==> config.mk <==
export PLATFORM = sky130hd
export DESIGN_NAME = fsa_fault_status_aggregator
export DESIGN_NICKNAME = d
export VERILOG_FILES = /design/src/fsa_pkg.sv /design/src/fsa_fault_status_aggregator.sv /design/src/fsa_soft_persist.sv
export SDC_FILE = /design/constraint.sdc
export NUM_CORES = 1
export LEC_CHECK = 0
export BUFFER_PORTS_ARGS = -buffer_cell sky130_fd_sc_hd__buf_4
export CAP_MARGIN = 20
export CORE_AREA = 2 2 183 185
export DETAILED_ROUTE_END_ITERATION = 10
export DIE_AREA = 0 0 185 187
export GPL_TIMING_DRIVEN = 0
export HOLD_SLACK_MARGIN = 0.1
export PLACE_DENSITY = 0.74
export RECOVER_POWER = 100
export SYNTH_ARGS = -nofsm -noshare
export SYNTH_HDL_FRONTEND = slang
export SYNTH_SLANG_ARGS = --single-unit
export TNS_END_PERCENT = 5
==> constraint.sdc <==
create_clock -name clk -period 11.65 [get_ports clk]
set_clock_uncertainty 0.15 [all_clocks]
set_input_delay 1.165 -clock clk [delete_from_list [all_inputs] [get_ports clk]]
set_output_delay 1.165 -clock clk [all_outputs]
set_load 0.05 [all_outputs]
==> src/fsa_pkg.sv <==
// Constants, carrier types and states shared by the fault status aggregator.
// Overview of operation
// Health bit 0 flags fatal error occurred.
// Health bit 1 ORs hardware error field.
// Health bit 2 ORs communication error field.
// Health bit 3 ORs software error field.
// Alert bit 8, hw/link/sw/sense 9-12.
// Hardware alert ORs condition AND mask.
// Hardware field bit 0 ORs rails.
// Hardware field bit 1 ORs environment.
// Rail field: nine soft flags, 9-15 reserved.
// Environment field: board temperature in bit 0.
// Link field bit 0 ORs port A.
// Port field: five soft flags, 5-15 reserved.
// Software field bit 0 ORs algorithm field.
// Software field bit 1 ORs data field.
// Algorithm field: three hard flags, 3-15 reserved.
// Data field bit 0: calibration checksum bad.
// Host programs masks to pick alerts.
// Soft errors fatal only after repeated hits.
// Fatal on hard failure or persistent soft.
// Fatal flag mirrored on fault pin.
// Overall alert ORs four alert flags.
// Reserved bits read zero, writes ignored.
// Threshold and window are per-flag parameters; here one SOFT_THRESH and one WINDOW_CYCLES serve all flags.
package fsa_pkg;

  // Field identifiers for the field-read and field-write commands
  localparam logic [15:0] FSA_ID_HW_MASK     = 16'h0010;
  localparam logic [15:0] FSA_ID_LINK_MASK   = 16'h0011;
  localparam logic [15:0] FSA_ID_SW_MASK     = 16'h0012;
  localparam logic [15:0] FSA_ID_SENSE_MASK  = 16'h0013;
  localparam logic [15:0] FSA_ID_HEALTH      = 16'h0100;
  localparam logic [15:0] FSA_ID_HW_SUM      = 16'h0101;
  localparam logic [15:0] FSA_ID_RAIL        = 16'h0102;
  localparam logic [15:0] FSA_ID_ENV         = 16'h0103;
  localparam logic [15:0] FSA_ID_LINK_SUM    = 16'h0104;
  localparam logic [15:0] FSA_ID_PORT        = 16'h0105;
  localparam logic [15:0] FSA_ID_SW_SUM      = 16'h0106;
  localparam logic [15:0] FSA_ID_ALGO        = 16'h0107;
  localparam logic [15:0] FSA_ID_CAL         = 16'h0108;
  localparam logic [15:0] FSA_ID_HW_COND     = 16'h0109;
  localparam logic [15:0] FSA_ID_LINK_COND   = 16'h010A;
  localparam logic [15:0] FSA_ID_SW_COND     = 16'h010B;
  localparam logic [15:0] FSA_ID_SENSE_COND  = 16'h010C;

  // Bit positions in the global health word
  localparam int FSA_GH_FATAL       = 0;
  localparam int FSA_GH_HW          = 1;
  localparam int FSA_GH_LINK        = 2;
  localparam int FSA_GH_SW          = 3;
  localparam int FSA_GH_ALERT       = 8;
  localparam int FSA_GH_HW_ALERT    = 9;
  localparam int FSA_GH_LINK_ALERT  = 10;
  localparam int FSA_GH_SW_ALERT    = 11;
  localparam int FSA_GH_SENSE_ALERT = 12;

  // Bit positions in the summary fields
  localparam int FSA_HW_RAIL   = 0;
  localparam int FSA_HW_ENV    = 1;
  localparam int FSA_LINK_PORT = 0;
  localparam int FSA_SW_ALGO   = 0;
  localparam int FSA_SW_CAL    = 1;

  // Widths of implemented bits in each field
  localparam int FSA_RAIL_W  = 9;
  localparam int FSA_PORT_W  = 5;
  localparam int FSA_ALGO_W  = 3;
  localparam int FSA_HWC_W   = 4;
  localparam int FSA_SWC_W   = 4;
  localparam int FSA_NUM_SOFT = 15;

  // Reset values of the enable masks and of every field
  localparam logic [15:0] FSA_HW_MASK_RST    = 16'h0000;
  localparam logic [15:0] FSA_LINK_MASK_RST  = 16'h0001;
  localparam logic [15:0] FSA_SW_MASK_RST    = 16'h0003;
  localparam logic [15:0] FSA_SENSE_MASK_RST = 16'h0001;
  localparam logic [15:0] FSA_FIELD_RST      = 16'h0000;

  // Soft-error qualification timing
  localparam int          FSA_CLK_PERIOD_NS  = 100;
  localparam int          FSA_WINDOW_NS      = 1000000;
  localparam int          FSA_WINDOW_CYCLES  = FSA_WINDOW_NS / FSA_CLK_PERIOD_NS;
  localparam int          FSA_WIN_CNT_W      = 24;
  localparam int          FSA_SOFT_CNT_W     = 8;
  localparam logic [7:0]  FSA_THRESH_DEFAULT = 8'h04;

  // Power rail flags, input power in bit 0
  typedef struct packed {
    logic ground_ref_oob;
    logic rail_6v_oob;
    logic ref_2v5_oob;
    logic rail_2v_oob;
    logic rail_3v_oob;
    logic rail_5v_oob;
    logic input_voltage_oob;
    logic input_current_oob;
    logic input_power_oob;
  } fsa_rail_t;

  // User serial port flags, transmit overflow in bit 0
  typedef struct packed {
    logic parity_fault;
    logic line_break_seen;
    logic frame_fault;
    logic rx_overflow;
    logic tx_overflow;
  } fsa_port_t;

  // Algorithm hard flags, initialisation failure in bit 0
  typedef struct packed {
    logic deadline_miss;
    logic sensor_saturation;
    logic init_fail;
  } fsa_algo_t;

  // Field command from the host side
  typedef struct packed {
    logic        rd;
    logic        wr;
    logic [15:0] id;
    logic [15:0] data;
  } fsa_cmd_t;

  // Field command answer
  typedef struct packed {
    logic        done;
    logic        err;
    logic [15:0] data;
  } fsa_rsp_t;

  // Health state, one-hot
  typedef enum logic [1:0] {
    FSA_HEALTHY = 2'b01,
    FSA_FAILED  = 2'b10
  } fsa_state_t;

endpackage : fsa_pkg

==> src/fsa_fault_status_aggregator.sv <==
// Built-in-test flag aggregation, health word and field command port.
`timescale 1ns/1ns
module fsa_fault_status_aggregator
  import fsa_pkg::*;
#(
  parameter int         WINDOW_CYCLES = FSA_WINDOW_CYCLES,
  parameter logic [7:0] SOFT_THRESH   = FSA_THRESH_DEFAULT
) (
  input  wire logic clk,
  input  wire logic srst,
  input  fsa_rail_t rail_in,
  input  wire logic board_temp_oob,
  input  fsa_port_t port_in,
  input  fsa_algo_t algo_in,
  input  wire logic cal_checksum_bad,
  input  wire logic [FSA_HWC_W-1:0] hw_cond,
  input  wire logic link_cond,
  input  wire logic [FSA_SWC_W-1:0] sw_cond,
  input  wire logic sense_cond,
  input  fsa_cmd_t  cmd,
  output fsa_rsp_t  rsp,
  output logic [15:0] health_word,
  output logic      hw_fault_out
);

  // Or of the enabled bits of a condition field
  function automatic logic fsa_gate(input logic [15:0] cond, input logic [15:0] mask);
    fsa_gate = |(cond & mask);
  endfunction : fsa_gate

  // Zero-extend a narrow field to a 16-bit word; reserved bits stay zero
  function automatic logic [15:0] fsa_pad(input logic [15:0] raw, input int width);
    logic [15:0] keep;
    keep = 16'h0000;
    for (int i = 0; i < 16; i++) begin
      keep[i] = (i < width);
    end
    fsa_pad = raw & keep;
  endfunction : fsa_pad

  // Low-level error fields, snapshots of the monitors
  logic [15:0] power_rail_errors;        // Rail flags
  logic [15:0] environment_errors;       // Temperature flag
  logic [15:0] user_port_errors;         // Serial port A flags
  logic [15:0] algorithm_errors;         // Algorithm hard flags
  logic [15:0] calibration_data_errors;  // Calibration data flag

  // Status condition fields
  logic [15:0] hw_cond_field;            // Hardware conditions
  logic [15:0] link_cond_field;          // Communication conditions
  logic [15:0] sw_cond_field;            // Software conditions
  logic [15:0] sense_cond_field;         // Sensor conditions

  // Host enable masks
  logic [15:0] hw_alert_mask;            // Hardware alert enables
  logic [15:0] link_alert_mask;          // Communication alert enables
  logic [15:0] sw_alert_mask;            // Software alert enables
  logic [15:0] sense_alert_mask;         // Sensor alert enables

  // Intermediate flags
  logic        rail_fault;               // Any rail out of bounds
  logic        ambient_fault;            // Any environment flag
  logic        user_port_fault;          // Any port A flag
  logic        second_port_fault;        // Second port, not built
  logic        algo_fault;               // Any algorithm flag
  logic        cal_data_fault;           // Any data flag
  logic        hw_fault_flag;            // Hardware error summary
  logic        link_fault_flag;          // Communication error summary
  logic        sw_fault_flag;            // Software error summary
  logic        hw_alert_flag;            // Enabled hardware alert
  logic        link_alert_flag;          // Enabled communication alert
  logic        sw_alert_flag;            // Enabled software alert
  logic        sense_alert_flag;         // Enabled sensor alert
  logic        overall_alert_flag;       // Any enabled alert
  logic        fatal_flag;               // Fatal error has occurred

  // Summary words
  logic [15:0] hardware_error_summary;   // Rail and environment bits
  logic [15:0] link_error_summary;       // Port bits
  logic [15:0] software_error_summary;   // Algorithm and data bits
  logic [15:0] next_health;              // Assembled health word

  // Soft error qualification
  logic [FSA_NUM_SOFT-1:0] soft_vec;     // All soft flags in one vector
  logic [FSA_NUM_SOFT-1:0] soft_persist; // Flags past their threshold
  logic [FSA_WIN_CNT_W-1:0] win_count;   // Window down-counter
  logic                    win_tick;     // One pulse per window
  logic                    hard_hit;     // Any instantly fatal flag

  // Health state
  fsa_state_t state;                     // Present health state
  fsa_state_t next_state;                // Next health state

  // Command decode results
  logic        id_known;                 // Field id is mapped
  logic        id_writable;              // Field id is a mask
  logic [15:0] rd_value;                 // Data of the addressed field

  // Snapshot the error monitors; reserved bits are forced to zero
  always_ff @(posedge clk) begin
    if (srst) begin
      power_rail_errors       <= FSA_FIELD_RST;
      environment_errors      <= FSA_FIELD_RST;
      user_port_errors        <= FSA_FIELD_RST;
      algorithm_errors        <= FSA_FIELD_RST;
      calibration_data_errors <= FSA_FIELD_RST;
    end else begin
      power_rail_errors       <= fsa_pad(16'(rail_in), FSA_RAIL_W);
      environment_errors      <= fsa_pad(16'(board_temp_oob), 1);
      user_port_errors        <= fsa_pad(16'(port_in), FSA_PORT_W);
      algorithm_errors        <= fsa_pad(16'(algo_in), FSA_ALGO_W);
      calibration_data_errors <= fsa_pad(16'(cal_checksum_bad), 1);
    end
  end

  // Snapshot the status conditions with their reserved bits cleared
  always_ff @(posedge clk) begin
    if (srst) begin
      hw_cond_field    <= FSA_FIELD_RST;
      link_cond_field  <= FSA_FIELD_RST;
      sw_cond_field    <= FSA_FIELD_RST;
      sense_cond_field <= FSA_FIELD_RST;
    end else begin
      hw_cond_field    <= fsa_pad(16'(hw_cond), FSA_HWC_W);
      link_cond_field  <= fsa_pad(16'(link_cond), 1);
      sw_cond_field    <= fsa_pad(16'(sw_cond), FSA_SWC_W);
      sense_cond_field <= fsa_pad(16'(sense_cond), 1);
    end
  end

  // Leaf-to-parent reductions
  assign rail_fault        = |power_rail_errors;
  assign ambient_fault     = |environment_errors;
  assign user_port_fault   = |user_port_errors;
  assign second_port_fault = 1'b0;                      // Second port not built
  assign algo_fault        = |algorithm_errors;
  assign cal_data_fault    = |calibration_data_errors;

  // Summary words, bits above the used ones read zero
  always_comb begin
    hardware_error_summary = 16'h0000;
    link_error_summary     = 16'h0000;
    software_error_summary = 16'h0000;
    hardware_error_summary[FSA_HW_RAIL] = rail_fault;
    hardware_error_summary[FSA_HW_ENV]  = ambient_fault;
    link_error_summary[FSA_LINK_PORT]   = user_port_fault;
    link_error_summary[FSA_LINK_PORT+1] = second_port_fault;
    software_error_summary[FSA_SW_ALGO] = algo_fault;
    software_error_summary[FSA_SW_CAL]  = cal_data_fault;
  end

  // Category error flags
  assign hw_fault_flag   = |hardware_error_summary;
  assign link_fault_flag = |link_error_summary;
  assign sw_fault_flag   = |software_error_summary;

  // Alert flags gated by the host masks
  assign hw_alert_flag    = fsa_gate(hw_cond_field, hw_alert_mask);
  assign link_alert_flag  = fsa_gate(link_cond_field, link_alert_mask);
  assign sw_alert_flag    = fsa_gate(sw_cond_field, sw_alert_mask);
  assign sense_alert_flag = fsa_gate(sense_cond_field, sense_alert_mask);
  assign overall_alert_flag = hw_alert_flag | link_alert_flag |
                              sw_alert_flag | sense_alert_flag;

  // Window timer; the counter drains one occurrence per window
  always_ff @(posedge clk) begin
    if (srst) begin
      win_count <= FSA_WIN_CNT_W'(WINDOW_CYCLES - 1);
    end else if (win_count == '0) begin
      win_count <= FSA_WIN_CNT_W'(WINDOW_CYCLES - 1);
    end else begin
      win_count <= win_count - 1'b1;
    end
  end

  assign win_tick = (win_count == '0);

  // All soft flags in one vector: rails, then temperature, then port
  assign soft_vec = {user_port_errors[FSA_PORT_W-1:0],
                     environment_errors[0],
                     power_rail_errors[FSA_RAIL_W-1:0]};

  // One qualifier per soft flag so one noisy rail cannot borrow another's count
  for (genvar g = 0; g < FSA_NUM_SOFT; g++) begin : g_soft
    fsa_soft_persist #(
      .THRESH (SOFT_THRESH)
    ) u_persist (
      .clk     (clk),
      .srst    (srst),
      .leak    (win_tick),
      .flag_in (soft_vec[g]),
      .persist (soft_persist[g])
    );
  end

  // Hard flags are fatal at once
  assign hard_hit = algo_fault | cal_data_fault;

  // Fatal latches until reset: a failed unit should not look healthy again
  always_comb begin
    next_state = state;
    case (state)
      FSA_HEALTHY: begin
        if (hard_hit || (|soft_persist)) begin
          next_state = FSA_FAILED;
        end
      end
      FSA_FAILED: begin
        next_state = FSA_FAILED;
      end
      default: begin
        next_state = FSA_HEALTHY;
      end
    endcase
  end

  // Health state register
  always_ff @(posedge clk) begin
    if (srst) begin
      state <= FSA_HEALTHY;
    end else begin
      state <= next_state;
    end
  end

  assign fatal_flag = (state == FSA_FAILED);

  // Assemble the health word; reserved bits 4-7 and 13-15 stay zero
  always_comb begin
    next_health = 16'h0000;
    next_health[FSA_GH_FATAL]       = fatal_flag;
    next_health[FSA_GH_HW]          = hw_fault_flag;
    next_health[FSA_GH_LINK]        = link_fault_flag;
    next_health[FSA_GH_SW]          = sw_fault_flag;
    next_health[FSA_GH_ALERT]       = overall_alert_flag;
    next_health[FSA_GH_HW_ALERT]    = hw_alert_flag;
    next_health[FSA_GH_LINK_ALERT]  = link_alert_flag;
    next_health[FSA_GH_SW_ALERT]    = sw_alert_flag;
    next_health[FSA_GH_SENSE_ALERT] = sense_alert_flag;
  end

  // Health word and fault pin from flops
  always_ff @(posedge clk) begin
    if (srst) begin
      health_word  <= FSA_FIELD_RST;
      hw_fault_out <= 1'b0;
    end else begin
      health_word  <= next_health;
      hw_fault_out <= fatal_flag;
    end
  end

  // Field id decode for reads
  always_comb begin
    id_known = 1'b1;
    rd_value = 16'h0000;
    if (cmd.id == FSA_ID_HEALTH) begin
      rd_value = next_health;
    end else if (cmd.id == FSA_ID_HW_SUM) begin
      rd_value = hardware_error_summary;
    end else if (cmd.id == FSA_ID_RAIL) begin
      rd_value = power_rail_errors;
    end else if (cmd.id == FSA_ID_ENV) begin
      rd_value = environment_errors;
    end else if (cmd.id == FSA_ID_LINK_SUM) begin
      rd_value = link_error_summary;
    end else if (cmd.id == FSA_ID_PORT) begin
      rd_value = user_port_errors;
    end else if (cmd.id == FSA_ID_SW_SUM) begin
      rd_value = software_error_summary;
    end else if (cmd.id == FSA_ID_ALGO) begin
      rd_value = algorithm_errors;
    end else if (cmd.id == FSA_ID_CAL) begin
      rd_value = calibration_data_errors;
    end else if (cmd.id == FSA_ID_HW_COND) begin
      rd_value = hw_cond_field;
    end else if (cmd.id == FSA_ID_LINK_COND) begin
      rd_value = link_cond_field;
    end else if (cmd.id == FSA_ID_SW_COND) begin
      rd_value = sw_cond_field;
    end else if (cmd.id == FSA_ID_SENSE_COND) begin
      rd_value = sense_cond_field;
    end else if (cmd.id == FSA_ID_HW_MASK) begin
      rd_value = hw_alert_mask;
    end else if (cmd.id == FSA_ID_LINK_MASK) begin
      rd_value = link_alert_mask;
    end else if (cmd.id == FSA_ID_SW_MASK) begin
      rd_value = sw_alert_mask;
    end else if (cmd.id == FSA_ID_SENSE_MASK) begin
      rd_value = sense_alert_mask;
    end else begin
      id_known = 1'b0;  // Unmapped field
    end
  end

  // Only the four masks take writes; error and status fields refuse them
  assign id_writable = (cmd.id == FSA_ID_HW_MASK) || (cmd.id == FSA_ID_LINK_MASK) ||
                       (cmd.id == FSA_ID_SW_MASK) || (cmd.id == FSA_ID_SENSE_MASK);

  // Mask registers, written by the host field-write command
  always_ff @(posedge clk) begin
    if (srst) begin
      hw_alert_mask    <= FSA_HW_MASK_RST;
      link_alert_mask  <= FSA_LINK_MASK_RST;
      sw_alert_mask    <= FSA_SW_MASK_RST;
      sense_alert_mask <= FSA_SENSE_MASK_RST;
    end else if (cmd.wr && !cmd.rd) begin
      if (cmd.id == FSA_ID_HW_MASK) begin
        hw_alert_mask <= cmd.data;
      end else if (cmd.id == FSA_ID_LINK_MASK) begin
        link_alert_mask <= cmd.data;
      end else if (cmd.id == FSA_ID_SW_MASK) begin
        sw_alert_mask <= cmd.data;
      end else if (cmd.id == FSA_ID_SENSE_MASK) begin
        sense_alert_mask <= cmd.data;
      end
    end
  end

  // Command answer one cycle after the request; read wins no tie, both is an error
  always_ff @(posedge clk) begin
    if (srst) begin
      rsp <= '0;
    end else begin
      rsp.done <= cmd.rd | cmd.wr;
      if (cmd.rd && cmd.wr) begin
        rsp.err  <= 1'b1;        // Ambiguous request, nothing done
        rsp.data <= 16'h0000;
      end else if (cmd.rd) begin
        rsp.err  <= ~id_known;
        rsp.data <= rd_value;
      end else if (cmd.wr) begin
        rsp.err  <= ~id_writable;  // Read-only field, write dropped
        rsp.data <= 16'h0000;
      end else begin
        rsp.err  <= 1'b0;
        rsp.data <= 16'h0000;
      end
    end
  end

endmodule : fsa_fault_status_aggregator

==> src/fsa_soft_persist.sv <==
// Leaky occurrence counter that qualifies one soft error flag.
`timescale 1ns/1ns
module fsa_soft_persist
  import fsa_pkg::*;
#(
  parameter logic [7:0] THRESH = FSA_THRESH_DEFAULT
) (
  input  wire logic clk,
  input  wire logic srst,
  input  wire logic leak,
  input  wire logic flag_in,
  output logic      persist
);

  logic                      flag_q;  // Previous flag level for edge detect
  logic [FSA_SOFT_CNT_W-1:0] count;   // Occurrences not yet leaked away
  logic                      hit;     // New occurrence this cycle

  // Only rising edges count, so a flag stuck high counts once per assertion
  assign hit = flag_in & ~flag_q;

  // Edge history
  always_ff @(posedge clk) begin
    if (srst) begin
      flag_q <= 1'b0;
    end else begin
      flag_q <= flag_in;
    end
  end

  // High-pass counter: hits add, the window tick drains one
  always_ff @(posedge clk) begin
    if (srst) begin
      count <= '0;
    end else if (hit && !leak) begin
      if (count != {FSA_SOFT_CNT_W{1'b1}}) begin  // Saturate, never wrap
        count <= count + 1'b1;
      end
    end else if (leak && !hit && count != '0) begin
      count <= count - 1'b1;
    end
  end

  // Threshold compare, registered
  always_ff @(posedge clk) begin
    if (srst) begin
      persist <= 1'b0;
    end else begin
      persist <= (count >= THRESH);
    end
  end

endmodule : fsa_soft_persist

== Yosys cells after proc, flatten, opt, wreduce, memory -nomap -nowiden ==
Index checks and enable logic that the tools add are counted.
Word-level totals
  output and inout bits: 35
  register bits after elaboration: 419
  bits of input ports: 65
Cells by class
  equal/unequal tests: 50
  bitwise gates (word level): 44
  $lt $le $gt $ge: 15
  reductions and logical operators: 132
  add/sub/neg operators: 31
  muxes and demuxes: 84
Operators with widths (count)
  2-to-1 mux 8 bit: 45
  2-to-1 mux 16 bit: 17
  == test 16 x 9 -> 1 bit, second input constant: 13
  OR reduction 16 bit: 9
  adder 8 x 1 -> 8 bit, second input constant: 15
  >= comparator 8 x 3 -> 1 bit, second input constant: 15
  inequality test 8 bit, second input constant: 15
  nonzero test 8 bit: 15
  subtractor 8 x 1 -> 8 bit, second input constant: 15
  AND 16 bit: 4
  == test 16 x 5 -> 1 bit, second input constant: 4
  OR reduction 32 bit: 2
  2-to-1 mux 17 bit: 3
  logical AND 1 bit: 47
  inequality test 2 bit, second input constant: 16
  AND reduction 2 bit: 16
  nonzero test 2 bit: 15
  logical NOT 24 bit: 1
  subtractor 24 x 1 -> 24 bit, second input constant: 1
  NOT 1 bit: 20
  logical NOT 1 bit: 17
  2-to-1 mux 1 bit: 17
  AND 1 bit: 15
  OR reduction 15 bit: 1
  other kinds (10): 18

== Longest topological paths before layout ==
  word-level depth: 21
  depth in mapped cells: 15
  depth with buffers taken out: 13

== Cells and area by module ==
A second synthesis with hierarchy kept.
Second synthesis, totals
  cells, all modules: 1778
  area total of the unflattened synthesis: 16306.9 um^2
Modules (own cells, without submodules)
  fsa_soft_persist (g_soft[0].u_persist ...): times used 11, area an instance 675.6 um^2, sequential area each 200.2 um^2, cells each 72
  fsa_fault_status_aggregator: times used 1, area an instance 6152.2 um^2, sequential area each 2922.8 um^2, cells each 698
  fsa_soft_persist (g_soft[4].u_persist ...): times used 4, area an instance 680.7 um^2, sequential area each 200.2 um^2, cells each 72

== Least setup slack after synthesis ==
OpenSTA, ideal clock, no wires.
  kind: register -> register
  from: reg win_count[2]
  to: reg g_soft[13].u_persist.count[7]
  stages on the path, launching flop included: 14
  required time: 11.379 ns
  data arrival time: 3.764 ns
  setup slack: 7.615 ns
  path through: dfxtp_1 or4_4 nor4_4 nand3_4 clkbuf_1 clkbuf_1 nand2_1 ha_1 a21oi_1 o21ai_0 a2111oi_0 nor3_1 mux2_2 mux2_2
Between the ends
  word-level cells in the longest chain between the ends: 5
RTL lines
  start, declared: line fsa_fault_status_aggregator.sv:86  | logic [FSA_WIN_CNT_W-1:0] win_count;
  start signal, assigned: line fsa_fault_status_aggregator.sv:168  | win_count <= FSA_WIN_CNT_W'(WINDOW_CYCLES - 1);
  start signal, assigned: line fsa_fault_status_aggregator.sv:170  | win_count <= FSA_WIN_CNT_W'(WINDOW_CYCLES - 1);
  start signal, assigned: line fsa_fault_status_aggregator.sv:172  | win_count <= win_count - 1'b1;
  logical NOT 24 bit *: line fsa_fault_status_aggregator.sv:176  | assign win_tick = (win_count == '0);
  logical NOT 1 bit / logical AND 1 bit (equally long branches): line fsa_soft_persist.sv:35, fsa_soft_persist.sv:39
  logical AND 1 bit, on equally long branches: line fsa_soft_persist.sv:35, fsa_soft_persist.sv:39
  inequality test 2 bit (no source line) / nonzero test 2 bit (equally long branches)
  AND reduction 2 bit (no source line)
  end signal, assigned: line fsa_soft_persist.sv:37  | count <= count + 1'b1;
  end signal, assigned: line fsa_soft_persist.sv:40  | count <= count - 1'b1;
  end, declared: line fsa_soft_persist.sv:16  | logic [FSA_SOFT_CNT_W-1:0] count;
Every way passes the cells marked *; elsewhere a longest branch is shown, timed or not.
A chain may end at the register's enable or synchronous reset.

== Final worst setup path ==
  from: reg win_count[2]
  to: reg g_soft[10].u_persist.count[7]
Between the ends
  word-level cells in the longest chain between the ends: 5
RTL lines (line)
  logical NOT 24 bit *: fsa_fault_status_aggregator.sv:176
  logical NOT 1 bit / logical AND 1 bit (equally long branches): fsa_soft_persist.sv:35, fsa_soft_persist.sv:39
  logical AND 1 bit, on equally long branches: fsa_soft_persist.sv:35, fsa_soft_persist.sv:39
  inequality test 2 bit (no source line) / nonzero test 2 bit (equally long branches)
  AND reduction 2 bit (no source line)
  end signal, assigned: fsa_soft_persist.sv:37
  end signal, assigned: fsa_soft_persist.sv:40
  end, declared: fsa_soft_persist.sv:16
Marks and branches as above.

==> results by group <==
Place
  • Placed cell areas: 17,400 um^2
  • PortBufs: 91
  • Detailed Place HPWL: 32,100 um
  • Gpl congestion: 0.937
  • Pre-CTS WS: 6400 ps

Layout
  • Filler cell count: 2,987
  • Layout cells sized above 1: 9.42%
  • NumNets Final: 2,164
  • Most frequent cells in the layout: dfxtp_1 (296), nor2_1 (221), nand2_1 (203)
  • Area Growth Syn to Fin: 13.5%
  • Design Area, Final: 18,300 um^2
  • Commonest non-fill, non-tap cell in the layout: dfxtp_1
  • Ant diodes: 0

Clock network
  • Root Buffer: clkbuf_16
  • Clk_lat worst skew: 530 ps
  • Clk buf depth: 3
  • Level count of the clock H-tree: 2
  • Clk slew on worst S/H paths: 60 ps
  • CTS-repair resized insts: 0
  • Number of hold buffers added after cts: 0
  • CTS tree: yes
  • Num CTS Buffers: 35
  • Clock Sinks: 296
  • # Post-CTS Setup Buffers: 0

Yosys
  • Post-synth cell types: 65
  • Main combinational cell family by area after synthesis: simple AND/OR/NAND/NOR gates
  • Compound-Gate Fraction of Synth Area: 14.1%
  • Simple-gate portion of the synthesized area: 22.4%
  • Number of synthesized flops with an enable pin: 0
  • Post-Synthesis Mean Instance Area: 8.70 um^2
  • Ys async rst share: 0%
  • Synth Flop Type: dfxtp_1
  • Post-synthesis mux area share: 9.37%
  • Synthesized cell area: 16,200 um^2
  • Xor and xnor area share after synthesis: 5.10%
  • Adder-cell share of the synthesized area: 9.06%
  • FF+latch count, synth: 296
  • Register area share after synthesis: 36.7%
  • Synth Instances: 1,857
  • Ys Warns: 0

Routing
  • WL met3: 3170 um
  • Via count: 14,300
  • First drt pass iteration count: 6
  • Post-DR vias/cell: 5.79
  • Metal-1 WL: 18,500 um
  • Total wire length: 44,400 um
  • Max layer used: met4
  • Iter 0 DRT Violations: 1,218
  • DRC: 0
  • Remaining antenna violation count: 0
  • Wire length on met2: 20,900 um
  • Detailed-route wire length per cell: 18.0 um

Worst setup path
  • Crit path kind: reg -> reg
  • CP Capture Type: flop
  • Worst Path Required: 11,910 ps
  • Crit start category: flop
  • CP max FO: 10
  • CP arrival: 6850 ps

Die
  • Die Wd: 185 um
  • Core box area: 32,900 um^2
  • Initial Util: 49.2%
  • Vert. Die Dim: 187 um
  • Die footprint: 34,600 um^2
  • FP Rows: 67
  • Number of I/O pins: 100

STA
  • Post-route clock period utilization: 56.6%
  • Final worst path period need: 6590 ps
  • Max Slew Vio Count: 11
  • Measured slew at the worst slew-check pin: 2230 ps
  • Final Hold Fails: 0
  • Setup TNS: 0 ps
  • Endpoints failing setup: 0
  • Post-route setup slack: 5060 ps
  • Hold WS: 284 ps
  • Highest clock rate: 0.152 GHz
  • Unrepaired setup endpoints after global routing: false
  • Max_slew headroom: -50.3%

Global route
  • Pin count of the biggest net entering global routing: 14
  • GRT Total Usage: 25.6%
  • Grt total ovfl: 0
  • First-pass GRT wire length: 71,400 um
  • Initial antenna violation count: 0
  • Vias in the first global route: 14,000

Pwr
  • Net Sw Frac: 29.6%
  • Pleak: 7.47 nW
  • Internal Power: 2.04 mW
  • Seq pwr share: 39.8%
  • VDD IR max: 0.113 mV
  • Cell Pwr Density: 158 nW/um^2
  • Combinational power share: 21.8%
  • Switching Power: 856 uW
  • Power share of the clock group: 38.3%
  • Power Total: 2.89 mW

Flow run
  • Max-cap violations: 1

Run status
  • Failing checks: capacitance limit, slew limit
  • Outcome: finished, violations left

Min path
  • Min-delay worst type: reg -> reg
## state kept, by name, indices dropped and copies added, names as in the netlist, 2 cells and up
name and count:
user_port_errors 5, sw_alert_mask 16, hw_alert_mask 16, g_soft.u_persist.count 120, state 2, algorithm_errors 3
rsp 18, link_alert_mask 16, power_rail_errors 9, health_word 9, hw_cond_field 4, g_soft.u_persist.persist 15
win_count 24, sense_alert_mask 16, sw_cond_field 4, g_soft.u_persist.flag_q 15
## worst max-delay path, stage by stage, from the launching register on
cell,delay (ps)
dfxtp_1,350
or4_1,620
nor4_1,1790
nand3_4,340
clkbuf_1,470
clkbuf_1,510
nand2_1,420
ha_1,300
a21oi_1,190
o21ai_0,150
a2111oi_0,480
nor3_1,160
mux2i_1,180
mux2_2,340
## layout make-up
type	instances	area, um^2	share of cell area [%]
Clock inverter	17	184	1.00
Inverter	42	158	0.860
Buffer	79	353	1.92
Tap cell	448	561	3.06
Sequential cell	296	5930	32.3
Timing Repair Buffer	91	574	3.13
Multi-Input combinational cell	1446	9600	52.3
Clock buffer	46	987	5.38
## path summary, 6_finish.rpt
check	start	endpoint	slack [ps]	depth (start not counted)
worst max-delay path	win_count[2]$_SDFF_PP1_	g_soft[10].u_persist.count[7]$_SDFFE_PP0P_	5060	13
worst min-delay path	win_count[0]$_SDFF_PP1_	win_count[0]$_SDFF_PP1_	280	1
worst max register to register	win_count[2]$_SDFF_PP1_	g_soft[10].u_persist.count[7]$_SDFFE_PP0P_	5060	13
worst min register to register	win_count[0]$_SDFF_PP1_	win_count[0]$_SDFF_PP1_	280	1
## stage by stage
stage	instances	utilization, %
2_1_floorplan	1863	-
3_3_place_gp	2402	53.0
3_5_place_dp	2402	53.0
4_1_cts	2465	56.6
5_1_grt	2465	55.8
6_report	2465	55.8
## cells in the mapped netlist, drive strengths merged (2+ instances only)
library cell  count  area (um^2)
or4               9         71.3
a31o              4         35.0
nor3             56          285
o21bai           15          113
inv              42          158
a32oi             4         35.0
dfxtp           296         5930
nor2b            98          613
mux2             22          248
or3               7         43.8
fa               15          300
nand4            32          200
and3b             2         17.5
a211oi            4         30.0
o31ai             7         52.6
nand4b            2         17.5
nand2b            8         50.1
o21ai            41          205
o21a             16          120
nor4b             6         52.6
a21oi           170          851
nand2           204          771
clkbuf           56          210
nand3b            7         52.6
mux4             14          315
xnor2            46          403
a2111oi          15          131
or2              14         87.6
nor2            221          832
a22oi            10         75.1
xor2             48          420
mux2i            95          951
and3             13         81.3
ha               93         1160
nand3            29          158
and4              2         17.5
a31oi            27          272
and2              6         37.5
a21o             28          210
a221oi           10         87.6
buf              23          161
nor3b             2         15.0
nor4             27          184
nor4bb            2         20.0
## logic make-up (layout without fill, tap and decap cells)
logic type / after synthesis / in the layout
mux: 131 / 131
other cells: 1 / 7
buf+inv: 121 / 275
flops: 296 / 296
compound gates: 358 / 358
fa+ha+maj: 108 / 108
xor+xnor: 94 / 94
simple gates: 748 / 748
## power by group through the flow
stage	clock network, mW	logic, mW	registers (mW)
after floorplan	0	0.485	1.16
after global placement	0	0.598	1.17
after detailed placement	0	0.624	1.17
after CTS	1.13	0.630	1.15
after global routing	1.16	0.701	1.16
final	1.11	0.631	1.15
## metal layers
metal  global-route usage (%)  up-vias
li1                         -     6821
met4                     11.2        0
met5                        0        -
met1                     32.3     6735
met2                     43.0      593
met3                     4.09      124
Note: power is estimated with default switching activity, not from simulation.
